[config.mk]
export PLATFORM = sky130hd
export DESIGN_NAME = ocdcu_top
export DESIGN_NICKNAME = d
export VERILOG_FILES = /design/src/ocdcu_gate.v /design/src/ocdcu_top.v
export VERILOG_INCLUDE_DIRS = /design/src /design/src/src
export SDC_FILE = /design/constraint.sdc
export NUM_CORES = 1
export LEC_CHECK = 0
export BUFFER_PORTS_ARGS = -buffer_cell sky130_fd_sc_hd__buf_2
export CELL_PAD_IN_SITES_DETAIL_PLACEMENT = 0
export CELL_PAD_IN_SITES_GLOBAL_PLACEMENT = 2
export CORE_ASPECT_RATIO = 0.6
export CORE_UTILIZATION = 31
export DETAILED_ROUTE_END_ITERATION = 16
export PLACE_DENSITY_LB_ADDON = 0.12
export SYNTH_ARGS = -nofsm -noshare
export SYNTH_HDL_FRONTEND = slang
export SYNTH_SLANG_ARGS = --single-unit
[constraint.sdc]
create_clock -name pclk -period 3.2 [get_ports pclk]
set_clock_uncertainty 0.1 [all_clocks]
set_input_delay 0.64 -clock pclk [delete_from_list [all_inputs] [get_ports pclk]]
set_output_delay 0.64 -clock pclk [all_outputs]
set_load 0.005 [all_outputs]
[src/ocdcu_defs.vh]
// constants of the debugger command unit: offsets, fields, command codes
// assumes inclusion by ocdcu_top, ocdcu_gate and the testbench
`ifndef OCDCU_DEFS_VH
`define OCDCU_DEFS_VH

// apb register byte offsets
`define OCDCU_OFF_CTRL      12'h000
`define OCDCU_OFF_STAT      12'h004
`define OCDCU_OFF_REV       12'h008
`define OCDCU_OFF_CMD       12'h00c

// control register fields
`define OCDCU_CTRL_RESET    0
`define OCDCU_CTRL_LOOP     1
`define OCDCU_CTRL_DBG      7
`define OCDCU_CTRL_MASK     8'h83

// status register fields
`define OCDCU_STAT_IDLE     7
`define OCDCU_STAT_HALT     6
`define OCDCU_STAT_READ_PROTECT_FLAG     5

// debug command bytes
`define OCDCU_CMD_REV       8'h00
`define OCDCU_CMD_STAT      8'h02
`define OCDCU_CMD_WR_PC     8'h06
`define OCDCU_CMD_RD_PC     8'h07
`define OCDCU_CMD_WR_REG    8'h08
`define OCDCU_CMD_RD_REG    8'h09
`define OCDCU_CMD_WR_PMEM   8'h0a
`define OCDCU_CMD_RD_PMEM   8'h0b
`define OCDCU_CMD_WR_DMEM   8'h0c
`define OCDCU_CMD_RD_DMEM   8'h0d
`define OCDCU_CMD_CRC       8'h0e
`define OCDCU_CMD_RSVD0F    8'h0f
`define OCDCU_CMD_STEP      8'h10
`define OCDCU_CMD_STUFF     8'h11
`define OCDCU_CMD_EXEC      8'h12

// decode classes
`define OCDCU_CLS_REV       3'h0
`define OCDCU_CLS_STAT      3'h1
`define OCDCU_CLS_WRREG     3'h2
`define OCDCU_CLS_FWD       3'h3
`define OCDCU_CLS_DROP      3'h4

// reset values and parameter defaults
`define OCDCU_CTRL_RST      8'h00
`define OCDCU_REV_DEFAULT   16'h0100
`define OCDCU_FLASH_LO      12'hff8
`define OCDCU_FLASH_HI      12'hfff
`define OCDCU_FLASH_CTL     12'hff8
`define OCDCU_MASS_ERASE    8'h01

`endif

[src/ocdcu_gate.v]
// command byte decoder with read-protect gating
// assumes a command byte and a stable read-protect level
`timescale 1ns/100ps
`include "ocdcu_defs.vh"

module ocdcu_gate
(
    input  wire [7:0] cmd,
    input  wire       rp_en,
    output reg  [2:0] cls,
    output reg        refused
);

    always @*
    begin
        cls     = `OCDCU_CLS_DROP;
        refused = 1'b0;
        case (cmd)
            `OCDCU_CMD_REV:    cls = `OCDCU_CLS_REV;
            `OCDCU_CMD_STAT:   cls = `OCDCU_CLS_STAT;
            `OCDCU_CMD_WR_REG: cls = `OCDCU_CLS_WRREG;
            `OCDCU_CMD_WR_PC, `OCDCU_CMD_RD_PC:
            begin
                cls     = rp_en ? `OCDCU_CLS_DROP : `OCDCU_CLS_FWD;
                refused = rp_en;
            end
            `OCDCU_CMD_RD_REG, `OCDCU_CMD_WR_PMEM, `OCDCU_CMD_RD_PMEM,
            `OCDCU_CMD_WR_DMEM, `OCDCU_CMD_RD_DMEM,
            `OCDCU_CMD_STEP, `OCDCU_CMD_STUFF, `OCDCU_CMD_EXEC:
            begin
                cls     = rp_en ? `OCDCU_CLS_DROP : `OCDCU_CLS_FWD;
                refused = rp_en;
            end
            `OCDCU_CMD_CRC:    cls = `OCDCU_CLS_FWD;
            default:           cls = `OCDCU_CLS_DROP;
        endcase
    end

endmodule

[src/ocdcu_top.v]
// debugger command unit: command decode, answers, control and status
// assumes bytes from a debug pin deserialiser, apb master on pclk
//
// What this block does
// - refuse program counter commands under read protect
// - protected register writes: flash control, mass erase
// - protected: no register read, memory read/write
// - command byte first, then data, then answers
// - revision answer: major byte, then minor byte
// - status answer: one status register byte
// - break with loop bit 0 sets debug mode
// - break with loop bit 1 makes cpu loop
// - writing reset 1 resets device, not debugger
// - reset bit self-clears when reset finishes
// - status: idle 7, halt 6, protect 5
//
// The implementer's own choices: the register offsets and register access over APB.
`timescale 1ns/100ps
`include "ocdcu_defs.vh"

module ocdcu_top
#(
    parameter [15:0] REVISION   = `OCDCU_REV_DEFAULT,
    parameter [11:0] FLASH_LO   = `OCDCU_FLASH_LO,
    parameter [11:0] FLASH_HI   = `OCDCU_FLASH_HI,
    parameter [11:0] FLASH_CTL  = `OCDCU_FLASH_CTL,
    parameter [7:0]  MASS_ERASE = `OCDCU_MASS_ERASE
)
(
    input  wire        pclk,
    input  wire        presetn,
    input  wire        psel,
    input  wire        penable,
    input  wire        pwrite,
    input  wire [11:0] paddr,
    input  wire [31:0] pwdata,
    output reg  [31:0] prdata,
    output reg         pready,
    output reg         pslverr,
    input  wire        host_byte_valid,
    input  wire        host_byte_first,
    input  wire [7:0]  host_byte,
    output reg         resp_valid,
    output reg  [7:0]  resp_byte,
    input  wire        resp_ready,
    output reg         cmd_go,
    output reg  [7:0]  cmd_code,
    output reg         cmd_refused,
    output reg         fwd_valid,
    output reg  [7:0]  fwd_byte,
    output reg         reg_wr_valid,
    output reg  [11:0] reg_wr_addr,
    output reg  [7:0]  reg_wr_data,
    input  wire        read_protect_flag,
    input  wire        halt_mode,
    input  wire        break_instruction,
    input  wire        sys_reset_done,
    output reg         debug_mode_flag,
    output reg         break_loop,
    output reg         sys_reset_req
);

    localparam [2:0] ST_IDLE  = 3'd0;
    localparam [2:0] ST_AHI   = 3'd1;
    localparam [2:0] ST_ALO   = 3'd2;
    localparam [2:0] ST_CNT   = 3'd3;
    localparam [2:0] ST_DATA  = 3'd4;
    localparam [2:0] ST_FWD   = 3'd5;
    localparam [2:0] ST_DROP  = 3'd6;
    localparam [2:0] ST_MINOR = 3'd7;

    reg  [2:0]  state;
    reg  [11:0] wr_addr;
    reg  [7:0]  wr_left;
    reg         brk_seen;
    reg         last_refused;
    wire [2:0]  gate_cls;
    wire        gate_refused;
    wire        setup;
    wire        acc_wr;
    wire        ctrl_wr;
    wire        byte_cmd;
    wire        byte_dat;
    wire        resp_busy;
    wire        wr_ok;
    wire [7:0]  ctrl_val;
    wire [7:0]  stat_val;

    function addr_mapped;
        input [11:0] a;
        begin
            addr_mapped = (a == `OCDCU_OFF_CTRL) || (a == `OCDCU_OFF_STAT) ||
                          (a == `OCDCU_OFF_REV)  || (a == `OCDCU_OFF_CMD);
        end
    endfunction

    ocdcu_gate u_gate
    (
        .cmd     (host_byte),
        .rp_en   (read_protect_flag),
        .cls     (gate_cls),
        .refused (gate_refused)
    );

    assign setup     = psel & ~penable;
    assign acc_wr    = psel & penable & pready & pwrite & ~pslverr;
    assign ctrl_wr   = acc_wr & (paddr == `OCDCU_OFF_CTRL);
    assign byte_cmd  = host_byte_valid & host_byte_first;
    assign byte_dat  = host_byte_valid & ~host_byte_first;
    assign resp_busy = resp_valid & ~resp_ready;

    // flash control window check under read protection
    assign wr_ok = ~read_protect_flag ||
                   ((wr_addr >= FLASH_LO) && (wr_addr <= FLASH_HI) &&
                    ((wr_addr != FLASH_CTL) || (host_byte == MASS_ERASE)));

    assign ctrl_val = {debug_mode_flag, 5'h00, break_loop, sys_reset_req};
    assign stat_val = {debug_mode_flag | brk_seen, halt_mode, read_protect_flag, 5'h00};

    // apb slave, zero wait states
    always @(posedge pclk or negedge presetn)
    begin
        if (!presetn)
        begin
            pready  <= 1'b0;
            pslverr <= 1'b0;
            prdata  <= 32'h00000000;
        end
        else
        begin
            pready  <= setup;
            pslverr <= setup & ~addr_mapped(paddr);
            if (setup)
            begin
                case (paddr)
                    `OCDCU_OFF_CTRL: prdata <= {24'h000000, ctrl_val};
                    `OCDCU_OFF_STAT: prdata <= {24'h000000, stat_val};
                    `OCDCU_OFF_REV:  prdata <= {16'h0000, REVISION};
                    `OCDCU_OFF_CMD:  prdata <= {23'h000000, last_refused, cmd_code};
                    default:         prdata <= 32'h00000000;
                endcase
            end
        end
    end

    // control bits, break handling and commanded reset
    always @(posedge pclk or negedge presetn)
    begin
        if (!presetn)
        begin
            debug_mode_flag <= 1'b0;
            break_loop      <= 1'b0;
            sys_reset_req   <= 1'b0;
            brk_seen        <= 1'b0;
        end
        else
        begin
            if (ctrl_wr)
            begin
                break_loop <= pwdata[`OCDCU_CTRL_LOOP];
            end
            if (break_instruction & ~break_loop)
            begin
                debug_mode_flag <= 1'b1;
            end
            else if (ctrl_wr)
            begin
                debug_mode_flag <= pwdata[`OCDCU_CTRL_DBG];
            end
            if (break_instruction)
            begin
                brk_seen <= 1'b1;
            end
            else if (ctrl_wr)
            begin
                brk_seen <= 1'b0;
            end
            if (ctrl_wr & pwdata[`OCDCU_CTRL_RESET])
            begin
                sys_reset_req <= 1'b1;
            end
            else if (sys_reset_done)
            begin
                sys_reset_req <= 1'b0;
            end
        end
    end

    // command and data byte sequencer
    always @(posedge pclk or negedge presetn)
    begin
        if (!presetn)
        begin
            state        <= ST_IDLE;
            wr_addr      <= 12'h000;
            wr_left      <= 8'h00;
            resp_valid   <= 1'b0;
            resp_byte    <= 8'h00;
            cmd_go       <= 1'b0;
            cmd_code     <= 8'h00;
            cmd_refused  <= 1'b0;
            last_refused <= 1'b0;
            fwd_valid    <= 1'b0;
            fwd_byte     <= 8'h00;
            reg_wr_valid <= 1'b0;
            reg_wr_addr  <= 12'h000;
            reg_wr_data  <= 8'h00;
        end
        else
        begin
            cmd_go       <= 1'b0;
            cmd_refused  <= 1'b0;
            fwd_valid    <= 1'b0;
            reg_wr_valid <= 1'b0;
            if (resp_valid & resp_ready)
            begin
                resp_valid <= 1'b0;
            end
            if (byte_cmd & ~resp_busy)
            begin
                cmd_code     <= host_byte;
                last_refused <= gate_refused;
                cmd_refused  <= gate_refused;
                case (gate_cls)
                    `OCDCU_CLS_REV:
                    begin
                        resp_valid <= 1'b1;
                        resp_byte  <= REVISION[15:8];
                        state      <= ST_MINOR;
                    end
                    `OCDCU_CLS_STAT:
                    begin
                        resp_valid <= 1'b1;
                        resp_byte  <= stat_val;
                        state      <= ST_IDLE;
                    end
                    `OCDCU_CLS_WRREG:
                    begin
                        cmd_go <= 1'b1;
                        state  <= ST_AHI;
                    end
                    `OCDCU_CLS_FWD:
                    begin
                        cmd_go <= 1'b1;
                        state  <= ST_FWD;
                    end
                    default:
                    begin
                        state <= ST_DROP;
                    end
                endcase
            end
            else
            begin
                case (state)
                    ST_MINOR:
                    begin
                        if (~resp_busy)
                        begin
                            resp_valid <= 1'b1;
                            resp_byte  <= REVISION[7:0];
                            state      <= ST_IDLE;
                        end
                    end
                    ST_AHI:
                    begin
                        if (byte_dat)
                        begin
                            wr_addr[11:8] <= host_byte[3:0];
                            state         <= ST_ALO;
                        end
                    end
                    ST_ALO:
                    begin
                        if (byte_dat)
                        begin
                            wr_addr[7:0] <= host_byte;
                            state        <= ST_CNT;
                        end
                    end
                    ST_CNT:
                    begin
                        if (byte_dat)
                        begin
                            wr_left <= host_byte;
                            state   <= (host_byte == 8'h00) ? ST_IDLE : ST_DATA;
                        end
                    end
                    ST_DATA:
                    begin
                        if (byte_dat)
                        begin
                            reg_wr_valid <= wr_ok;
                            cmd_refused  <= ~wr_ok;
                            if (~wr_ok)
                            begin
                                last_refused <= 1'b1;
                            end
                            reg_wr_addr  <= wr_addr;
                            reg_wr_data  <= host_byte;
                            wr_addr      <= wr_addr + 12'h001;
                            wr_left      <= wr_left - 8'h01;
                            if (wr_left == 8'h01)
                            begin
                                state <= ST_IDLE;
                            end
                        end
                    end
                    ST_FWD:
                    begin
                        if (byte_dat)
                        begin
                            fwd_valid <= 1'b1;
                            fwd_byte  <= host_byte;
                        end
                    end
                    ST_DROP:
                    begin
                        state <= ST_DROP;
                    end
                    default:
                    begin
                        state <= ST_IDLE;
                    end
                endcase
            end
        end
    end

endmodule

# --- Word level (Yosys, flattened, before mapping) ---
# Index checks and enable logic that the tools add are counted.
word_totals:
  reg_bits: 111
  inputBits: 64
  word_cells: 175
classes:
  n_addsub: 2
  order_cmp: 2
  eq_ne: 43
  n_mux: 51
  bitwise: 25
  reduce_logical: 30
op_table:
  columns: ["op", "count"]
  rows:
  - ["8-bit by 4-bit equality test with 1-bit output (second input constant)", 7]
  - ["8-bit one-hot mux with 2 select lines", 3]
  - ["8-bit 2-to-1 mux", 5]
  - ["9-bit one-hot mux with 4 select lines", 1]
  - ["1-bit 2-to-1 mux", 27]
  - ["3-bit 2-to-1 mux", 9]
  - ["12-bit by 4-bit equality test with 1-bit output (second input constant)", 2]
  - ["8-bit by 5-bit equality test with 1-bit output (second input constant)", 3]
  - ["3-bit one-hot mux with 7 select lines", 1]
  - ["3-bit inequality test (second input constant)", 6]
  - ["2-bit nonzero test", 9]
  - ["8-bit by 1-bit equality test with 1-bit output (second input constant)", 2]
  - ["8-bit by 3-bit equality test with 1-bit output (second input constant)", 2]
  - ["3-bit one-hot mux with 5 select lines", 1]
  - ["1-bit bitwise AND", 14]
  - ["12-bit by 1-bit adder with 12-bit output (second input constant)", 1]
  - ["12-bit by 3-bit equality test with 1-bit output (second input constant)", 1]
  - ["3-bit by 2-bit equality test with 1-bit output (second input constant)", 4]
  - ["3-bit equality test (second input constant)", 4]
  - ["12-bit >= comparator (second input constant)", 1]
  - ["12-bit <= comparator (second input constant)", 1]
  - ["12-bit zero test", 1]
  - ["12-bit 2-to-1 mux", 1]
  - ["12-bit inequality test (second input constant)", 1]
  - ["20 further kinds", 46]

# --- Logic depth before layout (Yosys ltp) ---
depth:
  word_depth: 8
  mapped_depth: 7

# --- Hierarchy ---
# A second synthesis with hierarchy kept.
unflattened:
  hier_cells: 438
  area_unflattened_um2: 4371.7
modules_own_cells:
  columns: ["mod", "instances", "cells_each", "area_each_um2", "seq_area_each_um2"]
  rows:
  - ["ocdcu_top", 1, 415, 4201.5, 2102.0]
  - ["ocdcu_gate", 1, 23, 170.2, 0.0]

# --- Worst setup path after synthesis ---
# Ideal clock, no wire load.
synth_path:
  path_type: "input-to-reg"
  from: "in host_byte[6]"
  to: "reg last_refused"
  setup_time_ns: 0.118
  arrival_ns: 2.139
  required_time_ns: 2.982
  slack_ns: 0.843
  cell_stages: 6
  n_path_buf: 1
  cell_sequence: "clkbuf_2 or4_4 o311a_4 o41ai_4 o22ai_2 a21o_1"
synth_via:
  elab_chain_cells: 6
  word_cells_on_any_way: 19
synth_lines:
  columns: ["item", "line_no", "source"]
  rows:
  - ["start: declaration", "ocdcu_top.v:42", "input wire [7:0] host_byte,"]
  - ["8-bit by 1-bit equality test with 1-bit output", "ocdcu_top.v:115", "((wr_addr != FLASH_CTL) || (host_byte == MASS_ERASE)));"]
  - ["1-bit logical OR", "ocdcu_top.v:115", null]
  - ["1-bit logical AND", "ocdcu_top.v:114", "((wr_addr >= FLASH_LO) && (wr_addr <= FLASH_HI) &&"]
  - ["1-bit logical OR", "ocdcu_top.v:113", "assign wr_ok = ~read_protect_flag ||"]
  - ["2-bit by 1-bit inequality test with 1-bit output (no source line)", null, null]
  - ["3-bit AND reduction (no source line)", null, null]
  - ["end signal: assignment", "ocdcu_top.v:222", "last_refused <= gate_refused;"]
  - ["end: declaration", "ocdcu_top.v:76", "reg last_refused;"]
# Parallel ways exist; a longest one is shown, timed or not.
# A chain may end at the register's enable or synchronous reset.

# --- Worst setup path after layout ---
layout_path:
  from: "reg state[0]"
  to: "reg wr_addr[9]"
layout_via:
  elab_chain_cells: 3
  word_cells_on_any_way: 7
layout_lines:
  columns: ["item", "line_no", "source"]
  rows:
  - ["start: declaration", "ocdcu_top.v:72", "reg [2:0] state;"]
  - ["start signal: assignment", "ocdcu_top.v:286", "state <= (host_byte == 8'h00) ? ST_IDLE : ST_DATA;"]
  - ["3-bit by 1-bit equality test with 1-bit output / 3-bit equality test (equally long branches)", "ocdcu_top.v:255", "case (state)"]
  - ["2-bit inequality test (no source line) / 2-bit nonzero test (equally long branches)", null, null]
  - ["4-bit AND reduction (no source line)", null, null]
  - ["end signal: assignment", "ocdcu_top.v:269", "wr_addr[11:8] <= host_byte[3:0];"]
  - ["end signal: assignment", "ocdcu_top.v:301", "wr_addr <= wr_addr + 12'h001;"]
  - ["end: declaration", "ocdcu_top.v:73", "reg [11:0] wr_addr;"]
# Parallel ways exist; a longest one is shown, timed or not.

==> impl_metrics.ini <==
[synthesis]
netlist_area_sq_um = 4340
synth_area_per_cell_sq_um = 9.02
synth_most_common_cell = nand2_1
synth.top_cell.area_share_pct = 48.4
yosysWarnings = 0
synth_cells = 481
ys.flop_type = dfrtp_1
ys_types = 58
ys_seq_elements = 84
synth_edf_count = 0
yosys.area.top_type = dfrtp_1
ys_top_cells_by_count = nand2_1, dfrtp_1, o21ai_0
seq_area_frac_synth_pct = 48.4
async_reset_ff_share_pct = 100
synth_area_leaders = dfrtp_1, nand2_1, buf_4

[drt]
avgViaCountPerCell = 4.81
totalWireLength_um = 12400
drc = 0
avgRoutedWirePerCell_um = 16.2
detailedRoute.firstIterationViolations = 227
drtAntennaViolNets = 0
vias = 3678
first_pass_iters = 4

[finish]
postLayoutCellArea_sq_um = 5230
antennaDiodeCount = 0
utilization_pct = 38.3
drive_gt1_share_pct = 24.5
nets = 635
area_growth_pct = 20.5

[worst_setup_path]
r2r-start = state[0]$_DFFE_PN0P_
crit_chain = nor2b_1 -> nand2_1 -> nor2_1 -> nand2_1 -> o221a_2
cp_top_family = simple AND/OR/NAND/NOR gates
cp.depth = 5
r2r_end = wr_addr[9]$_DFFE_PN0P_
crit_start = state[0]$_DFFE_PN0P_
worstRegToRegCells = 5
path_class = reg -> reg
crit_end = wr_addr[9]$_DFFE_PN0P_
arrival_ns = 2.40
cpMostUsedCell = nand2_1
critical_path_buf_inv_count = 0
critical_path_required_ns = 3.33
end_kind = flip-flop
critPathMaxFanout = 22
slowest_stage = dfrtp_1
start_kind = flip-flop
slowest_delay_ns = 0.52
r2r_slack_ns = 0.93

[sta]
setup_viol = 0
fin_setup_tns_ns = 0
drv_slew = 0
finalHoldViolCount = 0
tightest_slew_ns = 0.802
finalCritPeriodShare_pct = 70.9
fmax_ghz = 0.441
timing.hold.ws_ns = 0.208
grt_setup_unrepaired = no
slew_headroom_pct = 46.4
finalCriticalPeriod_ns = 2.27

[power]
power.density_nw_per_um2 = 732
power_leakage_nw = 2.64
power_mw = 3.83
ir_drop_uv = 237

[grt]
grt_usage_pct = 18.6
grt_max_degree = 85
grt_pass1_wl_um = 20300
antenna_found_initial = 0
grt_overflow = 0
grt_pass1_vias = 3494

[clock_network]
clockBufferDepth = 2
clk_latency_ns = 0.34
cts_tree = done
cts_max_level = 3
hold_buffers = 0
cts-resized-gates = 0
cts_made_buffers = 9
cts.reportedPaths.clkPinSlew_ns = 0.06
cts_setup_buffers = 0
cts-root-buf = clkbuf_16
clock-sinks = 84

[floorplanning]
dieArea_sq_um = 14500
num_rows = 33
start_util_pct = 31.7
fp.dieW_um = 155
core_sq_um = 13700
pin_count = 150
die_h_um = 93.6

[placed_design]
place_area_sq_um = 4900
gp_congestion = 0.770
place.port_buffers = 93
dp_hpwl_um = 8920

[run]
max-cap-violations = 0

[outcome]
status = finished, final reports clean

[hold_path]
hp-class = in -> async
-- per-stage QoR --
stage	worst slack, ns	cells
finish	0.932	764
global route	0.811	764
CTS	0.948	764
detailed placement	0.665	748
global placement	0.645	748
floorplan	0.843	507
-- how the worst min path moves through the flow --
stage,startpoint,to,slack (ns),cells after the start
2_1_floorplan,presetn,break_loop$_DFFE_PN0P_,0.24,0
3_3_place_gp,reg_wr_data[2]$_DFFE_PN0P_,reg_wr_data[2]$_DFFE_PN0P_,0.35,2
3_5_place_dp,reg_wr_data[5]$_DFFE_PN0P_,reg_wr_data[5]$_DFFE_PN0P_,0.36,2
4_1_cts,presetn,prdata[3]$_DFFE_PN0P_,0.26,2
5_1_grt,presetn,prdata[3]$_DFFE_PN0P_,0.24,2
6_report,presetn,prdata[3]$_DFFE_PN0P_,0.21,2
-- metal layers --
| layer | vias to the layer above | share of wire (%) | GRT usage (%) | wire (um) |
|---|---|---|---|---|
| met1 | 1766 | 52 | 29.7 | 6450 |
| li1 | 1796 | - | - | - |
| met2 | 107 | 40 | 24.6 | 4890 |
| met4 | 0 | 0.80 | 4.21 | 99 |
| met5 | - | 0 | 0 | 0 |
| met3 | 9 | 7.4 | 3.99 | 918 |
-- kinds of logic after synthesis --
logic type,share of synthesized area [%]
simple gates,20.0
other cells,0.0864
compound gates,18.1
xor+xnor,0.404
flops,48.4
buf+inv,8.79
mux,3.00
fa+ha+maj,1.15
-- final cells by class --
class                   count  area (sq um)
clock buffers              10           229
clock inverters             6          96.3
fillers                  1444          8440
inverters                  16          60.1
multi-input cells         354          1950
flip-flops and latches     84          2100
well taps                 192           240
repair buffers            102           548
-- where the power goes --
group | internal, mW | switching, mW
Clock | 0.694 | 0.443
Combinational | 0.453 | 0.596
Sequential | 1.36 | 0.277
Total | 2.51 | 1.32
-- flip-flops by register name, indices dropped and copies added (netlist names), 3 cells and up --
| name | flops |
|---|---|
| prdata | 9 |
| wr_left | 8 |
| reg_wr_addr | 12 |
| resp_byte | 4 |
| wr_addr | 12 |
| state | 3 |
| fwd_byte | 8 |
| reg_wr_data | 8 |
| cmd_code | 8 |
-- layout by cell type, fill, tap and decap left out, types with 3 or more instances in the layout --
cell type / count
clkbuf_16: 9
ha_1: 4
nor2_1: 26
nor4_1: 6
a21o_1: 6
o22a_1: 5
nor2b_1: 7
nand3_1: 12
buf_2: 92
nor3_1: 6
nand4_1: 5
nand2_1: 98
a22oi_1: 4
inv_1: 16
a211oi_1: 3
mux2i_1: 4
a21oi_1: 34
buf_4: 9
a31oi_1: 8
conb_1: 27
o31ai_1: 6
dfrtp_1: 84
mux2_2: 8
o22ai_1: 4
o21ai_0: 38
and3_1: 7
(Power assumes the default switching activity.)
